File: src/design/tlp_check_pkg.sv
// Package of constants and types for the packet screening block
`default_nettype none
package tlp_check_pkg;
  // ------------------------------------------------------------------
  // Register map (word aligned byte addresses)
  // ------------------------------------------------------------------
  localparam logic [3:0] OFF_CONTROL   = 4'h0;
  localparam logic [3:0] OFF_STATUS    = 4'h4;
  localparam logic [3:0] OFF_HDR0      = 4'h8;
  localparam logic [3:0] OFF_HDR1      = 4'hC;
  // ------------------------------------------------------------------
  // Control register fields
  // ------------------------------------------------------------------
  localparam int CTL_MPS_LSB  = 0;   // max_payload_size_field, 3 bits
  localparam int CTL_MAP_LSB  = 8;   // class_to_channel_map, 8 bits
  localparam int CTL_MAE      = 16;  // memory_access_enable_bit
  localparam int CTL_IO_ACCESS_ENABLE_BIT     = 17;  // io_access_enable_bit
  localparam int CTL_BME      = 18;  // bus_master_enable_bit
  localparam int CTL_UBME     = 19;  // upstream bus_master_enable_bit
  localparam int CTL_DDNC     = 20;  // disable_device_number_check_bit
  localparam int CTL_VGA      = 21;  // downstream port vga enable
  localparam int CTL_UPSTREAM = 22;  // this port is the upstream port
  localparam logic [31:0] CTL_RESET = 32'h0000_FF00;
  // ------------------------------------------------------------------
  // Header decoding
  // ------------------------------------------------------------------
  localparam logic [6:0] FT_MRD3 = 7'h00, FT_MRD4 = 7'h20,
                         FT_MWR3 = 7'h40, FT_MWR4 = 7'h60,
                         FT_IORD = 7'h02, FT_IOWR = 7'h42,
                         FT_CR0  = 7'h04, FT_CW0  = 7'h44,
                         FT_CR1  = 7'h05, FT_CW1  = 7'h45,
                         FT_CPL  = 7'h0A, FT_CPLD = 7'h4A,
                         FT_TCR  = 7'h1B, FT_TCW  = 7'h5B;
  localparam logic [2:0] RT_ROOT = 3'h0, RT_ADDR = 3'h1, RT_ID = 3'h2,
                         RT_BCAST = 3'h3, RT_GATHER = 3'h5;
  localparam logic [7:0] MC_PME_TO_ACK = 8'h1B, MC_UNLOCK = 8'h00,
                         MC_SPL = 8'h50, MC_VD1 = 8'h7F,
                         MC_VD0 = 8'h7E;
  localparam logic [1:0] HDR3_DW = 2'h3, HDR4_DW = 2'h0;
  typedef enum logic [2:0] {
    CLS_OK = 3'b000, CLS_MAL = 3'b001, CLS_UR = 3'b010,
    CLS_UC = 3'b011, CLS_DROP = 3'b100
  } cls_t;
endpackage : tlp_check_pkg
`default_nettype wire

File: src/design/tlp_check.sv
// Packet malformed and routing screen with register slave
`default_nettype none
module tlp_check (
  input  wire logic        clk_in,
  input  wire logic        rstn_in,
  // Avalon-MM slave
  input  wire logic [3:0]  avs_address_in,
  input  wire logic        avs_read_in,
  input  wire logic        avs_write_in,
  input  wire logic [31:0] avs_writedata_in,
  input  wire logic [3:0]  avs_byteenable_in,
  output logic [31:0]      avs_readdata_out,
  output logic             avs_waitrequest_out,
  output logic [1:0]       avs_response_out,
  // Packet to check
  input  wire logic        chk_valid_in,
  input  wire logic        chk_egress_in,
  input  wire logic [63:0] chk_header_in,
  input  wire logic [10:0] chk_payload_dw_in,
  input  wire logic [10:0] chk_total_dw_in,
  // Routing results from the switch core
  input  wire logic        rte_back_in,
  input  wire logic        rte_none_in,
  input  wire logic        rte_up_only_in,
  input  wire logic        rte_to_up_in,
  input  wire logic        rte_vga_in,
  input  wire logic        rte_internal_in,
  input  wire logic        rte_thru_bridge_in,
  input  wire logic        rte_to_up_conv_in,
  input  wire logic        rte_dev_absent_in,
  input  wire logic        rte_conv_ds_in,
  input  wire logic        rte_port_target_in,
  // Outcome
  output logic             res_valid_out,
  output logic [2:0]       res_class_out,
  output logic [63:0]      res_header_out,
  output logic             fatal_out
);
  // ------------------------------------------------------------------
  // State
  // ------------------------------------------------------------------
  typedef struct packed {
    logic [31:0] ctl;
    logic        rd_done;
    logic [31:0] rdata;
    logic [1:0]  resp;
    logic        vld;
    logic [2:0]  cls;
    logic [63:0] hdr;
    logic        fatal;
    logic [63:0] log_hdr;
    logic        log_full;
    logic [7:0]  mal_cnt;
  } state_t;
  state_t s_q, s_d;

  // ------------------------------------------------------------------
  // Functions
  // ------------------------------------------------------------------
  function automatic logic [10:0] mps_dw(input logic [2:0] code);
    mps_dw = 11'(32 << code);
  endfunction : mps_dw

  function automatic logic [10:0] len_dw(input logic [9:0] len);
    len_dw = (len == 10'h000) ? 11'h400 : {1'b0, len};
  endfunction : len_dw

  function automatic logic ft_valid(input logic [6:0] ft);
    logic ok;
    ok = 1'b0;
    unique case (ft)
      tlp_check_pkg::FT_MRD3, tlp_check_pkg::FT_MRD4,
      tlp_check_pkg::FT_MWR3, tlp_check_pkg::FT_MWR4,
      tlp_check_pkg::FT_IORD, tlp_check_pkg::FT_IOWR,
      tlp_check_pkg::FT_CR0,  tlp_check_pkg::FT_CW0,
      tlp_check_pkg::FT_CR1,  tlp_check_pkg::FT_CW1,
      tlp_check_pkg::FT_CPL,  tlp_check_pkg::FT_CPLD,
      tlp_check_pkg::FT_TCR,  tlp_check_pkg::FT_TCW: ok = 1'b1;
      default: ok = (ft[4:3] == 2'b10);
    endcase
    ft_valid = ok;
  endfunction : ft_valid

  // ------------------------------------------------------------------
  // Header fields
  // ------------------------------------------------------------------
  logic [6:0]  ft;
  logic [2:0]  tc;
  logic        td;
  logic [1:0]  attr;
  logic [9:0]  len;
  logic [3:0]  last_be;
  logic [7:0]  msg_code;
  logic [4:0]  dev_num;
  logic        upstream;
  logic        is_msg, is_io, is_cfg, is_cfg1, is_cpl, is_mem, is_tcfg;
  logic        is_intx, tc0_msg, has_data;
  logic [10:0] hdr_dw, exp_total;

  always_comb begin
    ft       = chk_header_in[30:24];
    tc       = chk_header_in[22:20];
    td       = chk_header_in[15];
    attr     = chk_header_in[13:12];
    len      = chk_header_in[9:0];
    last_be  = chk_header_in[39:36];
    msg_code = chk_header_in[39:32];
    dev_num  = chk_header_in[63:59];
    upstream = s_q.ctl[tlp_check_pkg::CTL_UPSTREAM];
    has_data = ft[6];
    is_msg   = (ft[4:3] == 2'b10);
    is_io    = (ft[4:0] == 5'h02);
    is_cfg   = (ft[4:1] == 4'h2);
    is_cfg1  = (ft[4:0] == 5'h05);
    is_cpl   = (ft[4:0] == 5'h0A);
    is_mem   = (ft[4:0] == 5'h00);
    is_tcfg  = (ft[4:0] == 5'h1B);
    is_intx  = is_msg && (msg_code[7:3] == 5'b00100);
    tc0_msg  = is_msg && (is_intx || msg_code[7:4] == 4'h1 ||
               msg_code[7:4] == 4'h3 || msg_code == tlp_check_pkg::MC_UNLOCK ||
               msg_code == tlp_check_pkg::MC_SPL);
    hdr_dw   = ft[5] ? 11'h004 : 11'h003;
    exp_total = 11'(hdr_dw + (has_data ? len_dw(len) : 11'h000) +
                (td ? 11'h001 : 11'h000));
  end

  // ------------------------------------------------------------------
  // Checks
  // ------------------------------------------------------------------
  logic mal, ur, uc, drop;
  logic tc_unmapped;

  always_comb begin
    tc_unmapped = !s_q.ctl[tlp_check_pkg::CTL_MAP_LSB + 32'(tc)];
    mal = tc_unmapped;
    ur = 1'b0;
    uc = 1'b0;
    drop = 1'b0;
    if (!chk_egress_in) begin
      if (!ft_valid(ft) || len_dw(len) >
          mps_dw(s_q.ctl[tlp_check_pkg::CTL_MPS_LSB +: 3]))
        mal = 1'b1;
      if (has_data && len_dw(len) != chk_payload_dw_in)
        mal = 1'b1;
      if (td && chk_total_dw_in != exp_total)
        mal = 1'b1;
      if ((is_io || is_cfg) && (len != 10'h001 || tc != 3'h0 ||
          attr != 2'h0 || last_be != 4'h0))
        mal = 1'b1;
      if (tc0_msg && tc != 3'h0)
        mal = 1'b1;
      if (is_msg && ft[2:0] == tlp_check_pkg::RT_ROOT && upstream)
        mal = 1'b1;
      if (is_msg && ft[2:0] == tlp_check_pkg::RT_BCAST && !upstream)
        mal = 1'b1;
      if (is_msg && ft[2:0] == tlp_check_pkg::RT_GATHER &&
          (upstream || msg_code != tlp_check_pkg::MC_PME_TO_ACK))
        mal = 1'b1;
      if (is_intx && upstream)
        mal = 1'b1;
      if (is_tcfg && !upstream)
        mal = 1'b1;
      // Routing outcomes; malformed takes priority
      if (is_mem || is_io) begin
        if (rte_back_in || rte_up_only_in)
          ur = 1'b1;
        if (!rte_to_up_in && ((is_mem &&
            !s_q.ctl[tlp_check_pkg::CTL_MAE]) || (is_io &&
            !s_q.ctl[tlp_check_pkg::CTL_IO_ACCESS_ENABLE_BIT])))
          ur = 1'b1;
        if ((!upstream && !s_q.ctl[tlp_check_pkg::CTL_BME]) ||
            (rte_to_up_in && !s_q.ctl[tlp_check_pkg::CTL_UBME]))
          ur = 1'b1;
        if (rte_vga_in && !upstream && s_q.ctl[tlp_check_pkg::CTL_VGA])
          ur = 1'b1;
      end
      if (is_cfg && (!upstream || (is_cfg1 && !rte_thru_bridge_in) ||
          (rte_to_up_conv_in && rte_dev_absent_in)))
        ur = 1'b1;
      if (is_cfg1 && rte_conv_ds_in && dev_num != 5'h00 &&
          !s_q.ctl[tlp_check_pkg::CTL_DDNC])
        ur = 1'b1;
      if (is_cpl) begin
        if (rte_internal_in)
          uc = 1'b1;
        else if (rte_back_in || rte_none_in)
          ur = 1'b1;
      end
      if (is_msg && ft[2:0] == tlp_check_pkg::RT_ID &&
          (rte_back_in || rte_none_in || rte_dev_absent_in))
        ur = 1'b1;
      if (is_msg && (rte_port_target_in || upstream) &&
          ft[2:0] == tlp_check_pkg::RT_ID) begin
        if (msg_code == tlp_check_pkg::MC_VD1)
          drop = 1'b1;
        else if (msg_code[7:1] != 7'h3F)
          ur = 1'b1;
      end
    end
  end

  // ------------------------------------------------------------------
  // Next state
  // ------------------------------------------------------------------
  logic bus_acc;
  always_comb begin
    s_d = s_q;
    s_d.fatal = 1'b0;
    s_d.vld = chk_valid_in;
    if (chk_valid_in) begin
      s_d.hdr = chk_header_in;
      if (mal)
        s_d.cls = tlp_check_pkg::CLS_MAL;
      else if (uc)
        s_d.cls = tlp_check_pkg::CLS_UC;
      else if (ur)
        s_d.cls = tlp_check_pkg::CLS_UR;
      else if (drop)
        s_d.cls = tlp_check_pkg::CLS_DROP;
      else
        s_d.cls = tlp_check_pkg::CLS_OK;
      if (mal) begin
        s_d.fatal = 1'b1;
        if (!s_q.log_full) begin
          s_d.log_hdr = chk_header_in;
          s_d.log_full = 1'b1;
        end
        if (s_q.mal_cnt != 8'hFF)
          s_d.mal_cnt = 8'(s_q.mal_cnt + 8'h01);
      end
    end
    bus_acc = (avs_read_in || avs_write_in) && !s_q.rd_done;
    s_d.rd_done = bus_acc;
    s_d.resp = 2'h0;
    s_d.rdata = 32'h0000_0000;
    if (bus_acc && avs_write_in) begin
      if (avs_address_in == tlp_check_pkg::OFF_CONTROL) begin
        for (int b = 0; b < 4; b++)
          if (avs_byteenable_in[b])
            s_d.ctl[8*b +: 8] = avs_writedata_in[8*b +: 8];
      end else if (avs_address_in == tlp_check_pkg::OFF_STATUS) begin
        // Write one clears the log; a malformed packet in the same cycle wins
        if (avs_writedata_in[0] && !(chk_valid_in && mal))
          s_d.log_full = 1'b0;
      end else
        s_d.resp = 2'h2;
    end
    if (bus_acc && avs_read_in) begin
      unique case (avs_address_in)
        tlp_check_pkg::OFF_CONTROL: s_d.rdata = s_q.ctl;
        tlp_check_pkg::OFF_STATUS:
          s_d.rdata = {16'h0000, s_q.mal_cnt, 7'h00, s_q.log_full};
        tlp_check_pkg::OFF_HDR0:    s_d.rdata = s_q.log_hdr[31:0];
        tlp_check_pkg::OFF_HDR1:    s_d.rdata = s_q.log_hdr[63:32];
        default:                    s_d.resp = 2'h2;
      endcase
    end
  end

  always_ff @(posedge clk_in or negedge rstn_in) begin
    if (!rstn_in) begin
      s_q <= '0;
      s_q.ctl <= tlp_check_pkg::CTL_RESET;
    end else begin
      s_q <= s_d;
    end
  end

  // ------------------------------------------------------------------
  // Outputs
  // ------------------------------------------------------------------
  assign avs_waitrequest_out = (avs_read_in || avs_write_in) && !s_q.rd_done;
  assign avs_readdata_out    = s_q.rdata;
  assign avs_response_out    = s_q.resp;
  assign res_valid_out       = s_q.vld;
  assign res_class_out       = s_q.cls;
  assign res_header_out      = s_q.hdr;
  assign fatal_out           = s_q.fatal;
endmodule : tlp_check
`default_nettype wire

File: config.mk
export PLATFORM = sky130hd
export DESIGN_NAME = tlp_check
export DESIGN_NICKNAME = d
export VERILOG_FILES = /design/src/design/tlp_check_pkg.sv /design/src/design/tlp_check.sv
export SDC_FILE = /design/constraint.sdc
export NUM_CORES = 1
export LEC_CHECK = 0
export BUFFER_PORTS_ARGS = -buffer_cell sky130_fd_sc_hd__buf_2
export CELL_PAD_IN_SITES_DETAIL_PLACEMENT = 1
export CELL_PAD_IN_SITES_GLOBAL_PLACEMENT = 1
export CORE_MARGIN = 2
export CORE_UTILIZATION = 43
export DETAILED_ROUTE_END_ITERATION = 16
export PLACE_DENSITY_LB_ADDON = 0.1
export SYNTH_ARGS = -nofsm -noshare
export SYNTH_HDL_FRONTEND = slang
export SYNTH_SLANG_ARGS = --single-unit
export TNS_END_PERCENT = 50
File: constraint.sdc
create_clock -name clk_in -period 4.19 [get_ports clk_in]
set_input_delay 0.419 -clock clk_in [delete_from_list [all_inputs] [get_ports clk_in]]
set_output_delay 0.419 -clock clk_in [all_outputs]
set_load 0.01 [all_outputs]
==> results_dict.tcl <==
set metrics [dict create \
    mappedNetlistArea_um2 10400 \
    number_of_placement_rows 56 \
    drt_drc_violations_left 0 \
    share_of_post_route_cells_with_drive_strength_above_1 0.455 \
    critPathLaunchType "input pin" \
    cpMostUsedCell "fa_1" \
    cts_inserted_buffers 24 \
    core_area_um2 23500 \
    clock_h_tree_levels 1 \
    grt_max_degree 88 \
    final-seq-area_um2 5220 \
    io_buffers 245 \
    place_hpwl_um 20500 \
    cell_int_power_w 0.00418 \
    synth.lib_cells_used.distinct 57 \
    floorplan.initialDensity 0.441 \
    leakage_nw 5.71 \
    fin_util 0.515 \
    ctsLongestPathBuffers 3 \
    congestion_overflow_gr 0 \
    outcome "finished, final reports clean" \
    drtAntennaViolNets 0 \
    cts_sinks 208 \
    slowest_delay_ns 0.47 \
    power.density_cell_area_nw_per_um2 468 \
    ys_ff_latch 208 \
    sequentialPowerShare 0.442 \
    total_power_w 0.00567 \
    timing.critical_path.required_ns 4.58 \
    synthArstFlopShare 1.00 \
    timing_hold_violations_final 0 \
    area_delta_synth_final_pct 16.9 \
    max_slew_violation_total_from_the_final_report 0 \
    detail_route.wl_per_cell_um 21.7 \
    synthesis.instances 841 \
    cts.reportedPaths.clkPinSlew_ns 0.06 \
    grt_pass1_vias 7625 \
    fin_crit_sh 0.858 \
    worst-endpoint-arrival_ns 3.98 \
    routed_wl_um 28800 \
    cts_hold_buf 1 \
    global_route_wire_length_before_repair_um 45100 \
    post-place-cells 1280 \
    die_area_um2 25400 \
    cts-resized-gates 0 \
    gpl.final_weighted_congestion 0.847 \
    drt-initial-drc-count 319 \
    cts_tree "yes" \
    power_spent_charging_and_discharging_nets_w 0.00150 \
    yosys_most_used_dff "dfrtp_1" \
    timing.critical_path.cells "buf_2, inv_1, fa_1, fa_1, nand2b_1, a2111oi_1, xnor2_1, mux2i_1, nand3_1, or4_1, nand2_1, or3_4, buf_12, mux2_1" \
    worstSetupPathType "input pin to flip-flop" \
    swShare 0.264 \
    viasPerCell 5.33 \
    worst_skew_pair.late_latency_ns 0.51 \
    fin_nets 1142 \
    track_usage 0.226 \
    via_count 7087 \
    unrepaired_setup_endpoints_after_global_routing "false" \
    min-delay-path-class "input pin to flip-flop" \
    worst_path_max_delay_cell "a2111oi_1" \
    syn_avg_cell_area_um2 12.3 \
    fillers 2520 \
    drv.max_cap_violation_count 0 \
    setup.worst_path.end_class "flip-flop" \
    min_period_ns 3.59 \
    timing.max_slew.rel_slack 0.292 \
    maxClockFrequency_mhz 278 \
    die_height_um 159 \
    synth_sequential_area_ratio 0.503 \
    yosysWarnings 0 \
    firstDrtPassIters 4 \
    cts_root_buffer "clkbuf_16" \
    synth_edf_count 0 \
    num_io_pins 247 \
    finish.cell_count_without_fillers 1329 \
    antenna_found_initial 4 \
    worstPathMaxFanout 20 \
    power.clock.fraction 0.398 \
    multi_input_comb_area_um2 4130 \
    finalClockSkew_ns 0.00902 \
    dieWidth_um 159 \
    finalSetupViolCount 0 \
    post-cts-setup-buffers 0 \
    share_comb_of_total_power 0.160 \
    tns_ns 0 \
    worstPathBufferInverterCount 3 \
    vdd.ir_drop.worst_v 0.000253 \
    synth_fp_nets 995 \
    worst_pin_slew_ns 1.06 \
    timing.critical_path.max_delay_family "simple AND/OR/NAND/NOR gates" \
]
## cells in the mapped netlist (all sizes together), types with 3 or more instances
cell type    n  share of area
mux4        11          0.024
nor3        13         0.0063
or3          4         0.0024
dfstp        8          0.020
a31o         3         0.0025
o21ai       17         0.0082
nand3b       4         0.0029
and3        11         0.0066
a21oi        9         0.0043
o41ai        3         0.0025
xor2         9         0.0076
buf        112          0.083
nand3       10         0.0048
a211oi       4         0.0029
a22oi       24          0.017
nand2       34          0.012
dfrtp      200           0.48
ha           9          0.011
nand2b       3         0.0018
nand4        9         0.0054
inv         11         0.0040
o31ai        3         0.0022
nor2        39          0.014
mux2i        3         0.0029
mux2       186           0.20
or4          6         0.0043
xnor2       20          0.017
nor2b        3         0.0018
clkbuf      36          0.013
nor4         7         0.0048
## kinds of logic (layout without fill, tap and decap cells)
group	after synthesis	after routing	synth area share
XOR/XNOR	29	29	0.0245
multiplexers	200	200	0.229
flip-flops	208	208	0.503
other	1	5	0.000362
buffers and inverters	159	324	0.0995
adder cells (fa/ha/maj)	11	11	0.0147
AO/OA/AOI/OAI	77	77	0.0509
AND/OR/NAND/NOR	156	156	0.0784
## state kept, by name (all words and copies together) (netlist names)
signal and cells:
fatal_out 1, res_valid_out 1, res_header_out 64, avs_response_out 1, avs_readdata_out 32, res_class_out 3, s_q 106
## worst paths after layout
kind / slack, ns / to / start / depth (start not counted)
min in group asynchronous: 0.47 / res_header_out[40] / rstn_in / 2
worst min register to register: 0.48 / avs_response_out[1] / s_q[176] / 1
worst min-delay path: 0.13 / s_q[187] / avs_writedata_in[10] / 2
worst max register to register: 0.76 / s_q[68] / s_q[179] / 12
worst max-delay path: 0.60 / s_q[68] / chk_header_in[15] / 14
max in group asynchronous: 2.69 / res_header_out[61] / rstn_in / 3
## layout make-up
type,instances,area share
antenna,4,0.000826
clock buffer,31,0.0568
clock inverter,13,0.0138
inverter,11,0.00341
multi-input combinational,474,0.341
sequential,208,0.430
tap,319,0.0329
timing repair buffer,269,0.121
## cell usage in the layout (no fill, tap or decap), drive strengths merged, types with 13 or more instances in the layout
master / Yosys / final
o21ai: 17 / 17
nor3: 13 / 13
a22oi: 24 / 24
dfrtp: 200 / 200
buf: 112 / 268
xnor2: 20 / 20
mux2: 186 / 186
nor2: 39 / 39
clkbuf: 36 / 31
nand2: 34 / 34
## metal layers
metal,share of wire,global-route usage,up-vias
li1,-,-,3185
met1,0.45,0.316,3619
met2,0.46,0.359,232
met3,0.069,0.0529,47
met4,0.021,0.0558,4
met5,0.00087,0,-
## worst register-to-register path: cells and delay by family (launching register included)
kind	cells	cell delay, ns
and+or+nand+nor	4	1.35
AOI/OAI and AO/OA	5	0.65
DFF	1	0.46
muxes	1	0.34
adders and majority gates	1	0.31
buffers and inverters	1	0.19
## power groups by stage
stage	Sequential [W]	Clock (W)	Combinational, W
after detailed placement	0.00254	0	0.000911
after CTS	0.00251	0.00231	0.000920
after global placement	0.00253	0	0.000887
after floorplan	0.00246	0	0.000667
final	0.00251	0.00226	0.000906
after global routing	0.00255	0.00240	0.000995
## per-stage QoR
step                      setup slack, ns  hold WS [ns]  area (µm²)
after global routing                0.446         0.116       12100
after global placement              0.121         0.440       11200
after CTS                           0.606         0.110       12100
final                               0.597         0.135       12100
after detailed placement           0.0890         0.446       11200
after floorplan                    0.0210         0.123       10400
Power figures use the tool's default switching activity.
